### config.mk
export PLATFORM = sky130hd
export DESIGN_NAME = bbse_core
export DESIGN_NICKNAME = d
export VERILOG_FILES = /design/src/bbse_pkg.sv /design/src/bbse_addr.sv /design/src/bbse_core.sv
export SDC_FILE = /design/constraint.sdc
export NUM_CORES = 1
export LEC_CHECK = 0
export BUFFER_PORTS_ARGS = -buffer_cell sky130_fd_sc_hd__buf_2
export CORE_ASPECT_RATIO = 2
export CORE_MARGIN = 2
export CORE_UTILIZATION = 50
export DETAILED_ROUTE_END_ITERATION = 12
export GPL_ROUTABILITY_DRIVEN = 0
export PLACE_DENSITY = 0.84
export SLEW_MARGIN = 10
export SYNTH_ARGS = -nofsm -noshare
export SYNTH_HDL_FRONTEND = slang
export SYNTH_HIERARCHICAL = 1
export SYNTH_SLANG_ARGS = --single-unit
### constraint.sdc
create_clock -name sys_clk -period 2.43 [get_ports sys_clk]
set_clock_uncertainty 0.05 [all_clocks]
set_input_delay 0.729 -clock sys_clk [delete_from_list [all_inputs] [get_ports sys_clk]]
set_output_delay 0.729 -clock sys_clk [all_outputs]
set_load 0.1 [all_outputs]
### src/bbse_pkg.sv
// Shared constants and types for the branch and bit-set execute block.
package bbse_pkg;

    // ----------------------------------------------------------------
    // Widths
    // ----------------------------------------------------------------
    localparam int PC_W = 21;
    localparam int IR_W = 16;
    localparam int DA_W = 12;

    // ----------------------------------------------------------------
    // Opcode patterns (upper instruction bits)
    // ----------------------------------------------------------------
    localparam logic [7:0] OP_ON_NEG = 8'hE6;
    localparam logic [7:0] OP_ON_NC = 8'hE3;
    localparam logic [7:0] OP_ON_NN = 8'hE7;
    localparam logic [7:0] OP_ON_NOV = 8'hE5;
    localparam logic [7:0] OP_ON_NZ = 8'hE1;
    localparam logic [4:0] OP_JUMP5 = 5'h1A;
    localparam logic [3:0] OP_BSET4 = 4'h8;

    // ----------------------------------------------------------------
    // Instruction field positions
    // ----------------------------------------------------------------
    localparam int ACC_BIT = 8;
    localparam int BSEL_LSB = 9;
    localparam int BSEL_MSB = 11;
    localparam int REL8_MSB = 7;
    localparam int REL11_MSB = 10;

    // ----------------------------------------------------------------
    // Reset values and address constants
    // ----------------------------------------------------------------
    localparam logic [20:0] PC_RESET = 21'h0_0000;
    localparam logic [20:0] PC_STEP = 21'h0_0002;
    localparam logic [15:0] IR_RESET = 16'h0000;
    localparam logic [7:0] ACCESS_SPLIT = 8'h60;
    localparam logic [7:0] ILO_LIMIT = 8'h5F;
    localparam logic [3:0] ACCESS_HI_PAGE = 4'hF;
    localparam logic [3:0] ACCESS_LO_PAGE = 4'h0;
    localparam logic [3:0] BANK_RESET = 4'h0;

    // ----------------------------------------------------------------
    // Timing: one instruction cycle is four phases of sys_clk
    // ----------------------------------------------------------------
    localparam int CLK_PERIOD_NS = 10;
    localparam int PHASES_PER_CYCLE = 4;
    localparam int INSTR_CYCLE_NS = CLK_PERIOD_NS * PHASES_PER_CYCLE;

    // ----------------------------------------------------------------
    // Types
    // ----------------------------------------------------------------
    typedef enum logic [1:0] {PH_Q1, PH_Q2, PH_Q3, PH_Q4} bbse_phase_e;
    typedef enum logic [1:0] {K_NOP, K_COND, K_JUMP, K_BSET} bbse_kind_e;

    typedef struct packed {
        logic neg;
        logic ovf;
        logic zero;
        logic carry;
    } bbse_flags_s;

    typedef struct packed {
        logic [11:0] addr;
        logic indexed;
    } bbse_daddr_s;

endpackage

### src/bbse_addr.sv
// Data address former: access bank, banked page or indexed mode.
`timescale 1ns/1ps
module bbse_addr
    import bbse_pkg::*;
(
    // Operand fields
    input wire logic [7:0] file_addr,
    input wire logic acc_sel,
    // Core state
    input wire logic [3:0] bank_select_register,
    input wire logic ext_set_en,
    // Result
    output bbse_pkg::bbse_daddr_s daddr
);
    import bbse_pkg::*;

    // ----------------------------------------------------------------
    // Address selection
    // ----------------------------------------------------------------

    // The indexed case only flags the request; the offset arithmetic
    // belongs to the indexed unit outside this block.
    always_comb begin
        daddr = '0;
        if (acc_sel) begin
            daddr.addr = {bank_select_register, file_addr};
        end else if (ext_set_en && file_addr <= ILO_LIMIT) begin
            daddr.addr = {ACCESS_LO_PAGE, file_addr};
            daddr.indexed = 1'b1;
        end else if (file_addr < ACCESS_SPLIT) begin
            daddr.addr = {ACCESS_LO_PAGE, file_addr};
        end else begin
            daddr.addr = {ACCESS_HI_PAGE, file_addr};
        end
    end

endmodule

### src/bbse_core.sv
// Branch and bit-set decode and execute for the 8-bit core.
`timescale 1ns/1ps
// What this block does
// - Opcode E6 branches when negative flag is one.
// - Opcode E3 branches when carry flag is zero.
// - Opcode E7 branches when negative flag is zero.
// - Opcode E5 branches when overflow flag is zero.
// - Opcode E1 branches when zero flag is zero.
// - Taken target is address plus two plus twice offset; flags kept.
// - Conditional offset is signed low byte, doubled.
// - Conditional branch is one word, one cycle untaken, two taken.
// - Upper bits 11010 is the jump with signed eleven-bit offset.
// - Jump always takes two cycles, second one a no-operation.
// - Bit set reads byte, forces chosen bit, writes back, flags untouched.
// - Access bit zero addresses the fixed access bank.
// - Access bit one uses the bank select register page.
// - Extended set with access bit zero and address up to 5Fh is indexed.
module bbse_core
    import bbse_pkg::*;
(
    // Clock and reset
    input wire logic sys_clk,
    input wire logic reset_n,
    // Program memory
    output logic [bbse_pkg::PC_W-1:0] pm_addr_q,
    input wire logic [bbse_pkg::IR_W-1:0] pm_data,
    // Core state from elsewhere
    input wire bbse_pkg::bbse_flags_s alu_flags,
    input wire logic [3:0] bank_select_register,
    input wire logic ext_set_en,
    // Data memory
    output logic [bbse_pkg::DA_W-1:0] dm_addr_q,
    output logic dm_rd_en_q,
    input wire logic [7:0] dm_rdata,
    output logic dm_wr_en_q,
    output logic [7:0] dm_wdata_q,
    output logic dm_indexed_q,
    // Status
    output logic [1:0] phase_q,
    output logic flush_cycle_q,
    output logic flags_wr_q
);
    import bbse_pkg::*;

    // ----------------------------------------------------------------
    // State
    // ----------------------------------------------------------------
    bbse_phase_e ph_q;
    bbse_kind_e kind_q;
    logic [PC_W-1:0] pc_q;
    logic [IR_W-1:0] ir_q;
    logic flush_q;
    logic take_q;
    logic [PC_W-1:0] ofs_q;
    logic [7:0] data_q;
    logic [7:0] bit_mask;
    logic [7:0] rel8;
    logic [10:0] rel11;
    logic [7:0] upper;
    logic cond_hit;
    bbse_daddr_s daddr;

    assign upper = ir_q[15:8];
    assign rel8 = ir_q[REL8_MSB:0];
    assign rel11 = ir_q[REL11_MSB:0];

    // ----------------------------------------------------------------
    // Address former
    // ----------------------------------------------------------------
    bbse_addr u_addr (
        .file_addr(ir_q[7:0]),
        .acc_sel(ir_q[ACC_BIT]),
        .bank_select_register(bank_select_register),
        .ext_set_en(ext_set_en),
        .daddr(daddr)
    );

    // ----------------------------------------------------------------
    // Condition evaluation
    // ----------------------------------------------------------------

    // Flags are sampled at Q1, so the arithmetic result of the previous
    // instruction must be settled by then.
    always_comb begin
        cond_hit = 1'b0;
        case (upper)
            OP_ON_NEG: cond_hit = alu_flags.neg;
            OP_ON_NC: cond_hit = !alu_flags.carry;
            OP_ON_NN: cond_hit = !alu_flags.neg;
            OP_ON_NOV: cond_hit = !alu_flags.ovf;
            OP_ON_NZ: cond_hit = !alu_flags.zero;
            default: cond_hit = 1'b0;
        endcase
    end

    // One-hot mask for the selected bit.
    always_comb begin
        bit_mask = 8'h01 << ir_q[BSEL_MSB:BSEL_LSB];
    end

    // ----------------------------------------------------------------
    // Phase sequencer
    // ----------------------------------------------------------------

    // Free-running four-phase counter; every instruction cycle is four
    // clocks, so a slow branch costs eight.
    always_ff @(posedge sys_clk or negedge reset_n) begin
        if (!reset_n) begin
            ph_q <= PH_Q1;
        end else begin
            case (ph_q)
                PH_Q1: ph_q <= PH_Q2;
                PH_Q2: ph_q <= PH_Q3;
                PH_Q3: ph_q <= PH_Q4;
                PH_Q4: ph_q <= PH_Q1;
                default: ph_q <= PH_Q1;
            endcase
        end
    end

    // ----------------------------------------------------------------
    // Decode at Q1
    // ----------------------------------------------------------------
    always_ff @(posedge sys_clk or negedge reset_n) begin
        if (!reset_n) begin
            kind_q <= K_NOP;
            take_q <= 1'b0;
            ofs_q <= '0;
        end else if (ph_q == PH_Q1) begin
            take_q <= 1'b0;
            ofs_q <= '0;
            if (flush_q) begin
                kind_q <= K_NOP;
            end else if (upper[7:4] == 4'hE && cond_hit) begin
                kind_q <= K_COND;
                take_q <= 1'b1;
                ofs_q <= {{12{rel8[7]}}, rel8, 1'b0};
            end else if (upper[7:4] == 4'hE) begin
                kind_q <= K_COND;
            end else if (upper[7:3] == OP_JUMP5) begin
                kind_q <= K_JUMP;
                take_q <= 1'b1;
                ofs_q <= {{9{rel11[10]}}, rel11, 1'b0};
            end else if (upper[7:4] == OP_BSET4) begin
                kind_q <= K_BSET;
            end else begin
                kind_q <= K_NOP;
            end
        end
    end

    // ----------------------------------------------------------------
    // Fetch and program counter at Q4
    // ----------------------------------------------------------------

    // pc_q already points past the branch when it executes, so adding
    // the doubled offset gives branch address plus two plus 2n.
    always_ff @(posedge sys_clk or negedge reset_n) begin
        if (!reset_n) begin
            pc_q <= PC_RESET;
            ir_q <= IR_RESET;
        end else if (ph_q == PH_Q4) begin
            ir_q <= pm_data;
            if (take_q) begin
                pc_q <= pc_q + ofs_q;
            end else begin
                pc_q <= pc_q + PC_STEP;
            end
        end
    end

    // A taken branch turns the word fetched behind it into a bubble.
    always_ff @(posedge sys_clk or negedge reset_n) begin
        if (!reset_n) begin
            flush_q <= 1'b0;
        end else if (ph_q == PH_Q4) begin
            flush_q <= take_q;
        end
    end

    // ----------------------------------------------------------------
    // Data memory read-modify-write
    // ----------------------------------------------------------------

    // Read strobe in Q2, data captured in Q3, write strobe in Q4; the
    // whole byte goes back, so other bits keep their read values.
    always_ff @(posedge sys_clk or negedge reset_n) begin
        if (!reset_n) begin
            dm_addr_q <= '0;
            dm_rd_en_q <= 1'b0;
            dm_wr_en_q <= 1'b0;
            dm_wdata_q <= 8'h00;
            dm_indexed_q <= 1'b0;
            data_q <= 8'h00;
        end else begin
            dm_rd_en_q <= 1'b0;
            dm_wr_en_q <= 1'b0;
            if (ph_q == PH_Q1 && !flush_q && upper[7:4] == OP_BSET4) begin
                dm_addr_q <= daddr.addr;
                dm_indexed_q <= daddr.indexed;
                dm_rd_en_q <= 1'b1;
            end
            if (ph_q == PH_Q2 && kind_q == K_BSET) begin
                data_q <= dm_rdata;
            end
            if (ph_q == PH_Q3 && kind_q == K_BSET) begin
                dm_wdata_q <= data_q | bit_mask;
                dm_wr_en_q <= 1'b1;
            end
        end
    end

    // ----------------------------------------------------------------
    // Outputs
    // ----------------------------------------------------------------

    // None of these instructions writes the status flags.
    always_ff @(posedge sys_clk or negedge reset_n) begin
        if (!reset_n) begin
            flags_wr_q <= 1'b0;
        end else begin
            flags_wr_q <= 1'b0;
        end
    end

    assign pm_addr_q = pc_q;
    assign phase_q = ph_q;
    assign flush_cycle_q = flush_q;
endmodule

==> results.toml <==
[synth]
yosysTopAreaCellShare_pct = 48.4
avgSynthCellArea_um2 = 10.3
synth_top_area_cell = "dfrtp_1"
synth.distinct_cells = 53
synth-simple-area-share_pct = 15.3
synth_fa_ha_area_share_pct = 4.79
synth_common_cells = "dfrtp_1 (84), nand2_1 (65), mux2_2 (28), a21oi_1 (18)"
synth_compound_area_share_pct = 13.0
ys_seq_elements = 84
yosysWarningCount = 6
synth-main-ff-cell = "dfrtp_1"
yosys.area_share.xor_xnor_pct = 3.63
synthMuxAreaShare_pct = 9.75
synth-seq-area-share_pct = 48.4
yosys-top-cells-area = "dfrtp_1 (48%), mux2_2 (7.3%), nand2_1 (5.6%)"
syn_area_um2 = 4340
syn_inst = 420
synth_edf_count = 0
synth_top_family_by_area = "simple AND/OR/NAND/NOR gates"
synth_most_common_cell = "dfrtp_1"
ys_async_sr_fraction_pct = 100

[drt]
drt_iter0_drc = 177
post_drt_wl_per_cell_um = 18.1
final_antenna_net_count = 0
drc = 0
avgViaCountPerCell = 5.82
vias = 3587
finalWirelength_um = 11100
first_pass_iters = 4

[global_routing]
track_usage_pct = 23.8
first_global_vias = 3789
grt_max_degree = 50
grt_pass1_wl_um = 17700
antenna_found_initial = 0
grt-ovfl-total = 0

[setup_path]
rrSetupSlack_ns = -0.04
crit_family = "compound AO/OA/AOI/OAI gates"
crit_path_frequent_cell = "nor3_2"
crit_buf_inv = 1
worstPathRequired_ns = 2.64
cp.arrival_ns = 2.68
critPathKind = "reg -> reg"
cpPeakStageDelay_ns = 0.38
endpoint_kind = "flip-flop"
cp-start-kind = "flip-flop"
critPathMaxFanout = 3
crit_slowest_cell = "dfrtp_1"
worstPathCellList = "nand2b_4 -> ha_4 -> fa_2 -> a211oi_2 -> nor3_2 -> o211ai_1 -> buf_4 -> nor3_2 -> o31ai_2 -> xnor2_1"

[timing]
fin_ws_ns = -0.0350
fin_crit_sh_pct = 101
period_minus_slack_ns = 2.47
finalHoldViolations = 0
drv_slew = 0
relSlewSlack_pct = 63.5
fmax_ghz = 0.406
hold_ws_ns = 0.199
finalSetupTns_ns = -0.0391
setup_viol = 3
rsz0062_at_grt = "yes"
worst_slew_pin_slew_ns = 0.546

[pwr]
peakVddDrop_uv = 502
power_switching_mw = 1.54
powerDensity_nw_per_um2 = 764
p_int_mw = 2.60
switching_share_pct = 37.2
clockPowerShare_pct = 31.8
total_power_mw = 4.13
comb_power_share_pct = 28.7
leakage_nw = 2.65
seqPwrFrac_pct = 39.5

[floorplan]
dieArea_um2 = 9480
num_rows = 48
core_area_um2 = 8530
die_height_um = 136
start_util_pct = 50.9
die-width_um = 69.9
ioPinCount = 83

[placement]
post-place-ws_ns = -0.0578
dp_hpwl_um = 7930
port_buffers = 80
placed_cell_area_um2 = 4910
dp.cells = 593

[finish]
final_nets = 562
area_growth_pct = 24.7
diodes = 0
utilization_pct = 63.4
stdcell_area_um2 = 5410
layout.cells.non_filler = 616
drive_above_1_share_pct = 39.3

[clock_tree]
htree_levels = 3
hold_buffers = 0
cts_tree = "yes"
numCtsBuffers = 9
clk_latency_ns = 0.34
ctsRootBufferMaster = "clkbuf_16"
cts_buffer_depth = 2
clk_pin_slew_ns = 0.06
clkSinkCount = 84

[status]
violations = "negative setup slack"
status = "finished with violations"

[min_path]
hp-class = "in -> async"

[job]
cap_violations = 0
## layout by cell type (no fill, tap or decap), types with 3 or more instances in the layout
cell type | netlist | routed
o211ai_1 | 4 | 4
inv_1 | 17 | 17
a31oi_1 | 9 | 8
ha_1 | 15 | 10
o21ai_0 | 17 | 14
nor2_1 | 15 | 14
buf_2 | 1 | 79
xor2_1 | 6 | 6
a21oi_2 | 0 | 4
a21oi_1 | 18 | 14
a21o_1 | 6 | 6
nand3_1 | 9 | 7
xnor2_1 | 12 | 12
mux2_2 | 28 | 28
nor3_1 | 11 | 8
nor3_2 | 1 | 3
dfrtp_2 | 0 | 12
a221o_1 | 3 | 3
o21ai_1 | 0 | 3
buf_4 | 10 | 24
a211oi_2 | 1 | 3
and3_1 | 9 | 9
clkbuf_16 | 0 | 9
ha_4 | 0 | 5
nor2b_1 | 3 | 3
nand2_1 | 65 | 63
and2_1 | 11 | 10
clkbuf_8 | 0 | 3
nor4_1 | 3 | 3
a22o_2 | 8 | 8
dfrtp_1 | 84 | 71
mux2i_1 | 7 | 7
## registers in the layout (all words and copies together) (netlist names)
name           cells
dm_wdata_q         8
data_q             8
flush_cycle_q      1
dm_wr_en_q         1
pm_addr_q         20
phase_q            2
take_q             1
ofs_q             11
dm_addr_q         12
ir_q              16
dm_indexed_q       1
dm_rd_en_q         1
kind_q             2
## worst reg2reg max path: cells and delay by family, from the launching register on
kind | cells | cell delay (ns)
compound gates | 3 | 0.81
xor+xnor | 1 | 0.15
fa+ha+maj | 2 | 0.52
buf+inv | 1 | 0.19
flops | 1 | 0.38
simple gates | 3 | 0.28
## area by class of cell
cell class / instances / area (um2)
Clock buffer: 14 / 274
Clock inverter: 2 / 17.5
Fill cell: 657 / 3120
Inverter: 17 / 63.8
Multi-Input combinational cell: 293 / 2190
Sequential cell: 84 / 2120
Tap cell: 100 / 125
Timing Repair Buffer: 106 / 618
## logic make-up after synthesis
logic type | after synthesis
compound gates | 82
xor+xnor | 18
fa+ha+maj | 16
buf+inv | 44
mux | 37
simple gates | 138
flops | 84
other cells | 1
## layer usage
layer	routed length (um)	vias up	global-route usage, %
met5	0	-	0
met4	607	0	16.0
met3	575	51	4.61
met2	6310	160	43.6
met1	3630	1733	23.8
li1	-	1643	-
## worst paths after layout
kind,from,to,depth (start not counted)
worst min register to register,dm_wdata_q[5]$_DFFE_PN0P_,dm_wdata_q[5]$_DFFE_PN0P_,2
worst min-delay path,reset_n,dm_wdata_q[6]$_DFFE_PN0P_,1
worst max register to register,ofs_q[1]$_DFFE_PN0N_,pm_addr_q[17]$_DFFE_PN0N_,10
min in group sys_clk,dm_wdata_q[5]$_DFFE_PN0P_,dm_wdata_q[5]$_DFFE_PN0P_,2
worst max-delay path,ofs_q[1]$_DFFE_PN0N_,pm_addr_q[17]$_DFFE_PN0N_,10
max in group asynchronous,reset_n,pm_addr_q[1]$_DFFE_PN0N_,2
## power by group through the flow
stage / registers [mW] / logic, mW / clock network (mW)
2_1_floorplan: 2.24 / 0.280 / 0
3_3_place_gp: 1.65 / 1.12 / 0
3_5_place_dp: 1.65 / 1.13 / 0
4_1_cts: 1.62 / 1.14 / 1.34
5_1_grt: 1.65 / 1.24 / 1.39
6_report: 1.63 / 1.18 / 1.32
## timing repair
action / 4_1_cts / 5_1_grt
resized for setup: 5 / 26
pin swaps: 3 / 8
endpoints found under the setup margin: 4 / 12
setup buffers: 0 / 7
No activity file was read; power rests on OpenSTA's default activity.
